$ cat config.mk
export PLATFORM = sky130hd
export DESIGN_NAME = rss_sequencer
export DESIGN_NICKNAME = d
export VERILOG_FILES = /design/src/pkg/rss_pkg.sv /design/src/core/rss_sequencer.sv
export SDC_FILE = /design/constraint.sdc
export NUM_CORES = 1
export LEC_CHECK = 0
export BUFFER_PORTS_ARGS = -buffer_cell sky130_fd_sc_hd__buf_2
export CAP_MARGIN = 10
export CORE_ASPECT_RATIO = 0.6
export CORE_MARGIN = 5
export CORE_UTILIZATION = 45
export DETAILED_ROUTE_END_ITERATION = 16
export PLACE_DENSITY = 0.76
export SLEW_MARGIN = 20
export SYNTH_ARGS = -nofsm -noshare
export SYNTH_HDL_FRONTEND = slang
export SYNTH_SLANG_ARGS = --single-unit
$ cat constraint.sdc
create_clock -name aclk -period 2.49 [get_ports aclk]
set_input_delay 0 -clock aclk [delete_from_list [all_inputs] [get_ports aclk]]
set_output_delay 0 -clock aclk [all_outputs]
set_load 0.01 [all_outputs]
$ cat src/pkg/rss_pkg.sv
// reset source sequencer package: register map, reset values, timing,
// sequencer states and the cause flag carrier.
// assumes a single 25 MHz system clock and an axi4-lite register port.
package rss_pkg;

  // ----------------------------------------------------------------
  // timing
  // ----------------------------------------------------------------
  localparam int unsigned CLK_PERIOD_NS   = 40;    // 25 MHz system clock
  localparam int unsigned RST_STRETCH_NS  = 1000;  // least release stretch
  // least time, so round up to whole cycles
  localparam int unsigned RST_STRETCH_CYC =
    (RST_STRETCH_NS + CLK_PERIOD_NS - 1) / CLK_PERIOD_NS;
  localparam logic [7:0]  STRETCH_LOAD    = 8'(RST_STRETCH_CYC - 1);

  // ----------------------------------------------------------------
  // register map (byte addresses)
  // ----------------------------------------------------------------
  localparam logic [7:0] OFS_STATUS = 8'h00;  // cause flags, write 1 clear
  localparam logic [7:0] OFS_MASK   = 8'h04;  // interrupt mask
  localparam logic [7:0] OFS_CTRL   = 8'h08;  // watchdog reset option
  localparam logic [7:0] OFS_STATE  = 8'h0c;  // live sequencer view
  localparam logic [7:0] ADDR_WORD  = 8'hfc;  // drops the byte offset

  // field positions
  localparam int unsigned CTRL_WDT_OPT_BIT = 0;
  localparam int unsigned STATE_RUN_BIT    = 0;
  localparam int unsigned STATE_STOP_BIT   = 1;

  // reset values
  localparam logic [2:0] MASK_RST    = 3'h0;
  localparam logic       WDT_OPT_RST = 1'b1;   // unprogrammed option reads 1
  localparam logic [7:0] CNT_RST     = 8'h00;

  // axi responses
  localparam logic [1:0] RESP_OKAY   = 2'h0;
  localparam logic [1:0] RESP_SLVERR = 2'h2;

  // ----------------------------------------------------------------
  // types
  // ----------------------------------------------------------------
  typedef enum logic [2:0] {
    ST_HOLD    = 3'h1,  // a reset source is active
    ST_STRETCH = 3'h2,  // sources gone, counting the release delay
    ST_RUN     = 3'h4   // system out of reset
  } rss_state_t;

  // cause flags, same layout in status and mask
  typedef struct packed {
    logic ext;   // external reset pin
    logic wdog;  // watchdog_cause_flag
    logic por;   // power-on or brown-out recovery
  } rss_cause_t;

  localparam rss_cause_t CAUSE_NONE = '{ext: 1'b0, wdog: 1'b0, por: 1'b0};
  localparam rss_cause_t CAUSE_POR  = '{ext: 1'b0, wdog: 1'b0, por: 1'b1};

endpackage : rss_pkg

$ cat src/core/rss_sequencer.sv
// reset source sequencer: merges pin, supply monitor and watchdog
// requests into one system reset and records which source fired.
// assumes async inputs from pins/other clocks, stop_mode from the cpu
// on aclk, and an axi4-lite master on the register port.
//
// Operation
// - low external reset pin resets device
// - brown-out below threshold forces reset
// - held in reset while below power-on (below_por is ignored in stop mode)
// - supply recovery runs full power-on sequence
// - power-on completion sets power-on flag
// - brown-out detection disabled in stop mode
// - watchdog time-out resets only if option set
// - unprogrammed watchdog option reads as one
// - watchdog reset sets watchdog cause flag
// - stop halts system clock, watchdog runs (its time-out is ignored in stop mode)
`timescale 1ns/1ps
`default_nettype none

module rss_sequencer
  import rss_pkg::*;
(
  input  wire logic        aclk,
  input  wire logic        aresetn,
  input  wire logic [7:0]  s_axi_awaddr,
  input  wire logic        s_axi_awvalid,
  output var  logic        s_axi_awready,
  input  wire logic [31:0] s_axi_wdata,
  input  wire logic [3:0]  s_axi_wstrb,
  input  wire logic        s_axi_wvalid,
  output var  logic        s_axi_wready,
  output var  logic [1:0]  s_axi_bresp,
  output var  logic        s_axi_bvalid,
  input  wire logic        s_axi_bready,
  input  wire logic [7:0]  s_axi_araddr,
  input  wire logic        s_axi_arvalid,
  output var  logic        s_axi_arready,
  output var  logic [31:0] s_axi_rdata,
  output var  logic [1:0]  s_axi_rresp,
  output var  logic        s_axi_rvalid,
  input  wire logic        s_axi_rready,
  input  wire logic        ext_reset_n,        // board reset pin
  input  wire logic        brownout_detector,  // below brownout_threshold
  input  wire logic        below_por,          // below power-on threshold
  input  wire logic        wdt_timeout,        // watchdog time-out level
  input  wire logic        stop_mode,          // cpu in stop
  output var  logic        sys_reset_n,        // system reset, low active
  output var  logic        sys_clk_en,         // system clock gate
  output var  logic        irq                 // level interrupt
);

  // ----------------------------------------------------------------
  // input synchronisers
  // ----------------------------------------------------------------
  // bit 3 ext pin, 2 brown-out, 1 below power-on, 0 watchdog
  localparam logic [3:0] SYNC_RST = 4'h8;   // pin idles high
  logic [3:0] sync1_r;                      // first stage, read by sync2 only
  logic [3:0] sync2_r;                      // usable copies

  always_ff @(posedge aclk) begin
    if (!aresetn) begin
      sync1_r <= SYNC_RST;
      sync2_r <= SYNC_RST;
    end else begin
      sync1_r <= {ext_reset_n, brownout_detector, below_por, wdt_timeout};
      sync2_r <= sync1_r;
    end
  end

  // ----------------------------------------------------------------
  // reset requests
  // ----------------------------------------------------------------
  logic       ext_req;   // pin request
  logic       bor_req;   // supply monitor request
  logic       wdt_req;   // watchdog request
  logic       any_req;   // any source active
  logic       wdt_opt_r; // watchdog_reset_option
  rss_cause_t src_now;   // sources seen this cycle

  always_comb begin
    ext_req = ~sync2_r[3];
    bor_req = (sync2_r[2] | sync2_r[1]) & ~stop_mode;
    // watchdog only with option, not in stop
    wdt_req = sync2_r[0] & wdt_opt_r & ~stop_mode;
    any_req = ext_req | bor_req | wdt_req;
    src_now = '{ext: ext_req, wdog: wdt_req, por: bor_req};
  end

  // ----------------------------------------------------------------
  // sequencer
  // ----------------------------------------------------------------
  rss_state_t state_r, state_nxt;  // sequencer state
  logic [7:0] cnt_r, cnt_nxt;      // release stretch counter
  rss_cause_t pend_r, pend_nxt;    // causes of the reset under way
  logic       done;                // sequence completes this cycle

  // aresetn is the true power-up, so start as a power-on reset
  always_comb begin
    state_nxt = state_r;
    cnt_nxt   = cnt_r;
    pend_nxt  = pend_r;
    done      = 1'b0;
    case (state_r)
      ST_HOLD: begin
        pend_nxt = pend_r | src_now;
        if (!any_req) begin
          state_nxt = ST_STRETCH;
          cnt_nxt   = STRETCH_LOAD;
        end
      end
      ST_STRETCH: begin
        if (any_req) begin            // a new source restarts the hold
          state_nxt = ST_HOLD;
          pend_nxt  = pend_r | src_now;
        end else if (cnt_r == CNT_RST) begin
          state_nxt = ST_RUN;
          done      = 1'b1;
        end else begin
          cnt_nxt = cnt_r - 8'h01;
        end
      end
      ST_RUN: begin
        if (any_req) begin            // fresh reset, fresh causes
          state_nxt = ST_HOLD;
          pend_nxt  = src_now;
        end
      end
      default: begin
        state_nxt = ST_HOLD;
        pend_nxt  = CAUSE_POR;
      end
    endcase
  end

  always_ff @(posedge aclk) begin
    if (!aresetn) begin
      state_r <= ST_HOLD;
      cnt_r   <= CNT_RST;
      pend_r  <= CAUSE_POR;
    end else begin
      state_r <= state_nxt;
      cnt_r   <= cnt_nxt;
      pend_r  <= pend_nxt;
    end
  end

  // ----------------------------------------------------------------
  // axi4-lite slave and registers
  // ----------------------------------------------------------------
  logic        aw_hold_r, aw_hold_nxt;  // write address latched
  logic        w_hold_r, w_hold_nxt;    // write data latched
  logic [7:0]  waddr_r, waddr_nxt;      // latched write address
  logic [7:0]  wbyte_r, wbyte_nxt;      // latched lane 0 data
  logic        wlane_r, wlane_nxt;      // lane 0 enabled
  logic        awrdy_nxt, wrdy_nxt, bvalid_nxt, arrdy_nxt, rvalid_nxt;
  logic [1:0]  bresp_nxt, rresp_nxt;
  logic [31:0] rdata_nxt;
  logic        wr_do;                   // write performed this cycle
  logic        wr_status;               // w1c write to status
  rss_cause_t  status_r, status_nxt;    // sticky cause flags
  rss_cause_t  mask_r, mask_nxt;        // interrupt mask
  logic        opt_nxt;                 // next option bit
  logic        rst_n_nxt, clk_en_nxt, irq_nxt;
  logic [7:0]  raddr;                   // word address of read

  always_comb begin
    aw_hold_nxt = aw_hold_r;
    w_hold_nxt  = w_hold_r;
    waddr_nxt   = waddr_r;
    wbyte_nxt   = wbyte_r;
    wlane_nxt   = wlane_r;
    bvalid_nxt  = s_axi_bvalid;
    bresp_nxt   = s_axi_bresp;
    rvalid_nxt  = s_axi_rvalid;
    rresp_nxt   = s_axi_rresp;
    rdata_nxt   = s_axi_rdata;
    mask_nxt    = mask_r;
    opt_nxt     = wdt_opt_r;
    wr_status   = 1'b0;
    raddr       = s_axi_araddr & ADDR_WORD;
    // address and data may come in either order
    if (s_axi_awvalid && s_axi_awready) begin
      aw_hold_nxt = 1'b1;
      waddr_nxt   = s_axi_awaddr & ADDR_WORD;
    end
    if (s_axi_wvalid && s_axi_wready) begin
      w_hold_nxt = 1'b1;
      wbyte_nxt  = s_axi_wdata[7:0];
      wlane_nxt  = s_axi_wstrb[0];
    end
    wr_do = aw_hold_r & w_hold_r & ~s_axi_bvalid;
    if (wr_do) begin
      aw_hold_nxt = 1'b0;
      w_hold_nxt  = 1'b0;
      bvalid_nxt  = 1'b1;
      bresp_nxt   = RESP_OKAY;
      case (waddr_r)
        OFS_STATUS: wr_status = wlane_r;
        OFS_MASK:   if (wlane_r) mask_nxt = wbyte_r[2:0];
        // option bit writable, reset to one
        OFS_CTRL:   if (wlane_r) opt_nxt = wbyte_r[CTRL_WDT_OPT_BIT];
        OFS_STATE:  ;                       // read only, write ignored
        default:    bresp_nxt = RESP_SLVERR;
      endcase
    end else if (s_axi_bvalid && s_axi_bready) begin
      bvalid_nxt = 1'b0;
    end
    awrdy_nxt = ~aw_hold_nxt & ~bvalid_nxt;
    wrdy_nxt  = ~w_hold_nxt & ~bvalid_nxt;
    // read: answer one cycle after the address is taken
    if (s_axi_arvalid && s_axi_arready) begin
      rvalid_nxt = 1'b1;
      rresp_nxt  = RESP_OKAY;
      rdata_nxt  = 32'h0000_0000;
      case (raddr)
        OFS_STATUS: rdata_nxt[2:0] = status_r;
        OFS_MASK:   rdata_nxt[2:0] = mask_r;
        OFS_CTRL:   rdata_nxt[CTRL_WDT_OPT_BIT] = wdt_opt_r;
        OFS_STATE: begin
          rdata_nxt[STATE_RUN_BIT]  = (state_r == ST_RUN);
          rdata_nxt[STATE_STOP_BIT] = stop_mode;
        end
        default:    rresp_nxt = RESP_SLVERR;
      endcase
    end else if (s_axi_rvalid && s_axi_rready) begin
      rvalid_nxt = 1'b0;
    end
    arrdy_nxt = ~rvalid_nxt;
    // flags set on completion; set wins over clear
    // only a status write clears, never the system reset
    status_nxt = wr_status ? (status_r & ~rss_cause_t'(wbyte_r[2:0]))
                           : status_r;
    if (done) status_nxt = status_nxt | pend_r;
    rst_n_nxt  = (state_nxt == ST_RUN);
    // clock gated in stop; watchdog keeps its own oscillator
    clk_en_nxt = ~stop_mode;
    irq_nxt    = |(status_nxt & mask_nxt);
  end

  // status holds no reset cause after aresetn, then clears only by a status write
  always_ff @(posedge aclk) begin
    if (!aresetn) begin
      aw_hold_r     <= 1'b0;
      w_hold_r      <= 1'b0;
      waddr_r       <= 8'h00;
      wbyte_r       <= 8'h00;
      wlane_r       <= 1'b0;
      s_axi_awready <= 1'b1;
      s_axi_wready  <= 1'b1;
      s_axi_bvalid  <= 1'b0;
      s_axi_bresp   <= RESP_OKAY;
      s_axi_arready <= 1'b1;
      s_axi_rvalid  <= 1'b0;
      s_axi_rresp   <= RESP_OKAY;
      s_axi_rdata   <= 32'h0000_0000;
      status_r      <= CAUSE_NONE;
      mask_r        <= MASK_RST;
      wdt_opt_r     <= WDT_OPT_RST;
      sys_reset_n   <= 1'b0;
      sys_clk_en    <= 1'b1;
      irq           <= 1'b0;
    end else begin
      aw_hold_r     <= aw_hold_nxt;
      w_hold_r      <= w_hold_nxt;
      waddr_r       <= waddr_nxt;
      wbyte_r       <= wbyte_nxt;
      wlane_r       <= wlane_nxt;
      s_axi_awready <= awrdy_nxt;
      s_axi_wready  <= wrdy_nxt;
      s_axi_bvalid  <= bvalid_nxt;
      s_axi_bresp   <= bresp_nxt;
      s_axi_arready <= arrdy_nxt;
      s_axi_rvalid  <= rvalid_nxt;
      s_axi_rresp   <= rresp_nxt;
      s_axi_rdata   <= rdata_nxt;
      status_r      <= status_nxt;
      mask_r        <= mask_nxt;
      wdt_opt_r     <= opt_nxt;
      sys_reset_n   <= rst_n_nxt;
      sys_clk_en    <= clk_en_nxt;
      irq           <= irq_nxt;
    end
  end

  int unsigned hlp_len_r;  // cycles spent in stretch so far
  always_ff @(posedge aclk) begin
    if (!aresetn) hlp_len_r <= 0;
    else if (state_r == ST_STRETCH) hlp_len_r <= hlp_len_r + 1;
    else hlp_len_r <= 0;
  end
endmodule : rss_sequencer

`default_nettype wire

# [Word-level counts from Yosys, hierarchy flattened]
# Index checks and enable logic that the tools add are counted.
[word_totals] in_bits=64 latch_bits=0 mem_count=0 ram_bits=0 out_inout_bits=44 wordCells=118 mem_bits_ro=0 regBits=56
[op_classes] add_sub_neg=1 eq_ne=15 div=0 reduce_logical=15 n_shift=0 n_lt_le_gt_ge=0 bitwise=22 mul=0 mux=35
[op_table] operator="$mux W3" count=11
[op_table] operator="$eq A6 B2 Y1 const B" count=4
[op_table] operator="$logic_not A8 Y1" count=3
[op_table] operator="$mux W8" count=3
[op_table] operator="$pmux W3 S3" count=2
[op_table] operator="$pmux W8 S2" count=1
[op_table] operator="$mux W1" count=13
[op_table] operator="$eq A6 B1 Y1 const B" count=2
[op_table] operator="$ne A2 B2 Y1 const B" count=5
[op_table] operator="$reduce_or A4 Y1" count=2
[op_table] operator="$sub A8 B1 Y8 const B" count=1
[op_table] operator="$and A1 B1 Y1" count=7
[op_table] operator="$not A1 Y1" count=7
[op_table] operator="$and A3 B3 Y3" count=2
[op_table] operator="$eq A3 B3 Y1 const B" count=2
[op_table] operator="$or A3 B3 Y3" count=2
[op_table] operator="$logic_and A1 B1 Y1" count=5
[op_table] operator="$mux W2" count=2
[op_table] operator="$pmux W1 S4" count=1
[op_table] operator="$reduce_and A4 Y1" count=1
[op_table] operator="$eq A3 B1 Y1 const B" count=1
[op_table] operator="$eq A3 B2 Y1 const B" count=1
[op_table] operator="$not A3 Y3" count=1
[op_table] operator="$or A1 B1 Y1" count=3
[op_table] operator="6 further kinds" count=6

# [Logic depth before layout (Yosys ltp)]
[logic_depth] ltp_word=9 depth_mapped=7 mapped_depth_nobuf=7

# [Least setup slack after synthesis]
# Ideal clock, no wire load.
[synth_path] kind="register -> register" start="register cnt_r[0]" end="register cnt_r[4]" arrival_time_ns=1.659 n_path_buf=0 setup_slack_ns=0.711 stages_incl_launch_ff=8 required_time_ns=2.370 setup_ns=0.120 period_less_slack_ns=1.779 cell_sequence="dfxtp_1 > inv_1 > ha_1 > or3b_4 > o311ai_4 > a211oi_1 > xnor2_1 > a21boi_1"
[synth_between] elab_chain_len=4 word_cells_on_any_way=7 cone_classes="1 x add/sub; 1 x eq/ne; 3 x mux; 2 x reduce/logical"
[synth_lines] item="start, declared" line_no="rss_sequencer.sv:93" text="logic [7:0] cnt_r, cnt_nxt;"
[synth_lines] item="start signal, assigned" line_no="rss_sequencer.sv:142" text="cnt_r <= cnt_nxt;"
[synth_lines] item="$sub A8 B1 Y8" line_no="rss_sequencer.sv:119" text="cnt_nxt = cnt_r - 8'h01;"
[synth_lines] item="$mux W8" line_no="rss_sequencer.sv:115" text="end else if (cnt_r == CNT_RST) begin"
[synth_lines] item="$mux W8" line_no="rss_sequencer.sv:112" text="if (any_req) begin"
[synth_lines] item="$pmux W8 S2" line_no="rss_sequencer.sv:103" text="case (state_r)"
# Parallel ways exist; a longest one is shown, timed or not. The select of a mux whose other input is x is not followed.
# A chain may end at the register's enable or synchronous reset.

# [Final worst setup path]
[layout_path] start="register cnt_r[0]" end="register irq"
[layout_between] elab_chain_len=7
[layout_lines] item="$logic_not A8 Y1" line_no="rss_sequencer.sv:115"
[layout_lines] item="$mux W1" line_no="rss_sequencer.sv:115"
[layout_lines] item="$mux W1" line_no="rss_sequencer.sv:112"
[layout_lines] item="$mux W1" line_no="rss_sequencer.sv:103"
[layout_lines] item="$mux W3" line_no="rss_sequencer.sv:233" text="if (done) status_nxt = status_nxt | pend_r;"
[layout_lines] item="$and A3 B3 Y3" line_no="rss_sequencer.sv:237" text="irq_nxt = |(status_nxt & mask_nxt);"
[layout_lines] item="$reduce_or A3 Y1" line_no="rss_sequencer.sv:237"
[layout_lines] item="end signal, assigned" line_no="rss_sequencer.sv:281" text="irq <= irq_nxt;"
[layout_lines] item="end, declared" line_no="rss_sequencer.sv:49" text="output var logic irq"
# No other way between the ends.

==> run_results.csv <==
group,metric,value,unit
route,vias_per_cell,4.88,
yosys,syn_area,2510,µm²
yosys,ys_seq_elements,54,
layout,n_antenna_cell,0,
layout,fillers,510,
die,core_area,5490,µm²
cts,cts_sinks,54,
timing,rsz0062_at_grt,"false",
yosys,ys_types,51,
cts,cts_tree,"done",
timing,hold_viol_final,0,
min_path,hp-class,"in -> reg",
critical_path,critPathKind,"reg -> reg",
yosys,synthTopCellsByArea,"dfxtp_1 43%, buf_4 9.3%, nand2_1 4.3%",
cts,htreeDepth,2,
critical_path,endpoint_kind,"flip-flop",
pwr,leakage,0.00123,µW
yosys,yosysSeqAreaShare,43.1,%
layout,final_area,2910,µm²
outcome,outcome,"complete, no violations",
die,die_x,106,µm
cts,cts_setup_buffers,0,
critical_path,start_kind,"flip-flop",
timing,fin_skew,0.00965,ns
layout,finalNetCount,388,
route,detail_route.wl_per_cell,13.1,µm
critical_path,cp_max_fo,5,
pwr,sequentialPowerShare,49.1,%
cts,clock_latency,0.31,ns
place,io_buffers,40,
yosys,synth_edf_count,0,
global_route,grt.overflow.total,0,
route,drtIter0Drc,94,
pwr,intPower,1430,µW
cts,numCtsBuffers,5,
timing,fmax,0.505,GHz
global_route,first_global_vias,1774,
critical_path,critPathRequiredTime,2.75,ns
pwr,clkPwrFrac,29.2,%
cts,clockBufferDepth,2,
timing,setup-tns-final,0,ns
die,rows,21,
die,initial_core_util,45.7,%
yosys,syn_avg_cell_area,9.37,µm²
route,drtAntennaViolNets,0,
pwr,ir_worst_vdd,315,µV
pwr,pwr-share-comb,21.7,%
timing,setup_viol,0,
timing,layout_min_cycle_time,1.98,ns
critical_path,worstPathArrival,2.24,ns
yosys,ys.flop_type,"dfxtp_1",
pwr,power_density,699,nW/µm²
pwr,power.switching,599,µW
global_route,track_usage,14.7,%
yosys,synth_largest_area_cell,"dfxtp_1",
pwr,swShare,29.4,%
route,wirelength,5170,µm
route,vias,1916,
global_route,grt_max_degree,42,
die,die-height,67.9,µm
global_route,grt_pass1_wl,8250,µm
global_route,antenna_found_initial,0,
layout,final_layout_size_suffix_gt1_share,19.4,%
yosys,synth_top_area_share,43.1,%
route,drc,0,
place,place_hpwl,3790,µm
timing,period_share,79.6,%
place,place_area,2650,µm²
yosys,synthCells,268,
yosys,synth_warnings,0,
layout,fin_util,53.0,%
layout,area_delta_synth_final,16.0,%
place,place_congestion,0.860,
die,die_area,7220,µm²
cts,clockRootBuffer,"clkbuf_8",
timing,slew-limit-headroom,66.4,%
job,drv_cap,0,
yosys,async_reset_ff_share,0,%
timing,maxSlewViolCount,0,
timing,tightest_slew,0.498,ns
die,ios,108,
cts,path_clk_slew,0.10,ns
timing,whs,0.0254,ns
route,dr.pass1.iters,4,
==> cell families (layout without fill, tap and decap cells) <==
kind of cell | after synthesis | in the layout | share of synthesized area [%]
compound gates | 51 | 51 | 17.1
xor+xnor | 7 | 7 | 2.44
fa+ha+maj | 1 | 1 | 0.498
buf+inv | 50 | 76 | 12.5
flops | 54 | 54 | 43.1
mux | 9 | 9 | 4.09
other cells | 1 | 31 | 0.149
simple gates | 95 | 95 | 20.1
==> cells in the final DEF (no fill, tap or decap), types with 2 or more instances in the layout <==
master and count:
dfxtp_1 54, buf_2 40, conb_1 31, nand2_1 29, nor2_1 22, dlygate4sd3_1 15, inv_1 12, nor2b_1 12
a21boi_0 11, mux2i_1 8, xnor2_1 7, and2_1 7, o21ai_0 6, a21oi_1 6, a41oi_1 6, nand2b_1 5
clkbuf_8 5, nand3_1 4, o21a_1 3, a211oi_1 3, or2_2 2, a2111oi_2 2, nor4_1 2, a22oi_1 2
and4b_1 2
==> worst max-delay path, stage by stage (launching register included) <==
cell	delay, ns
dfxtp_1	0.35
inv_1	0.06
ha_1	0.15
or3b_4	0.42
nor3_2	0.35
a41oi_1	0.24
o22ai_1	0.22
o21a_1	0.14
==> path summary, 6_finish.rpt <==
| kind | to | from | cells past startpoint | slack, ns |
|---|---|---|---|---|
| setup / recovery | irq | cnt_r[0] | 7 | 0.51 |
| hold / removal | s_axi_bvalid | s_axi_bready | 3 | 0.03 |
| setup reg to reg | irq | cnt_r[0] | 7 | 0.51 |
| hold reg to reg | sync2_r[3] | sync1_r[3] | 1 | 0.42 |
==> cells in the mapped netlist, drive strengths merged (2+ instances only) <==
library cell and n:
a2111oi 3, a211oi 4, a21boi 12, a21oi 7, a22oi 2, a41oi 6
and2 7, and4b 2, buf 33, clkbuf 5, dfxtp 54, inv 12
mux2i 8, nand2 29, nand2b 5, nand3 4, nor2 22, nor2b 12
nor3 2, nor4 3, o21a 3, o21ai 6, or2 3, or3 2
xnor2 7
==> stage by stage <==
stage | power (µW) | worst slack (ns) | instances
finish | 2030 | 0.508 | 393
global route | 2140 | 0.388 | 393
CTS | 2050 | 0.515 | 393
detailed placement | 1440 | 0.540 | 370
global placement | 1430 | 0.588 | 370
floorplan | 1380 | 0.711 | 298
==> routing by layer <==
layer  part of all wire (%)  track usage, %  routed length, µm
met1                     49            19.8               2550
met2                     42            22.6               2160
met3                    7.8            4.43                403
met4                   0.97            5.26                 50
met5                      0               0                  0
==> what timing repair did <==
action / 4_1_cts / 5_1_grt
endpoints found under the setup margin: 0 / 0
gates resized for setup: 0 / 0
hold endpoints to repair: 15 / 0
hold buffers: 15 / 0
==> registers in the layout (all words and copies together) (netlist names), 3 cells and up <==
signal	cells
waddr_r	6
mask_r	3
sync1_r	4
wbyte_r	3
pend_r	3
status_r	3
sync2_r	4
s_axi_rdata	3
cnt_r	8
state_r	3
==> cell type report <==
type                       count  area, µm²  area share, %
clock buffer                   5       68.8           2.36
clock inverter                 3       43.8           1.50
inverter                      12       45.0           1.55
multi-input combinational    194       1230           42.2
sequential                    54       1080           37.1
tap                           69       86.3           2.97
timing repair buffer          56        358           12.3
==> power by group through the flow <==
stage / combinational, µW / clock [µW] / sequential (µW)
5_1_grt: 491 / 640 / 1010
3_3_place_gp: 412 / 0 / 1010
6_report: 442 / 593 / 998
4_1_cts: 441 / 611 / 997
3_5_place_dp: 422 / 0 / 1020
2_1_floorplan: 375 / 0 / 1000
(Power assumes the default switching activity.)
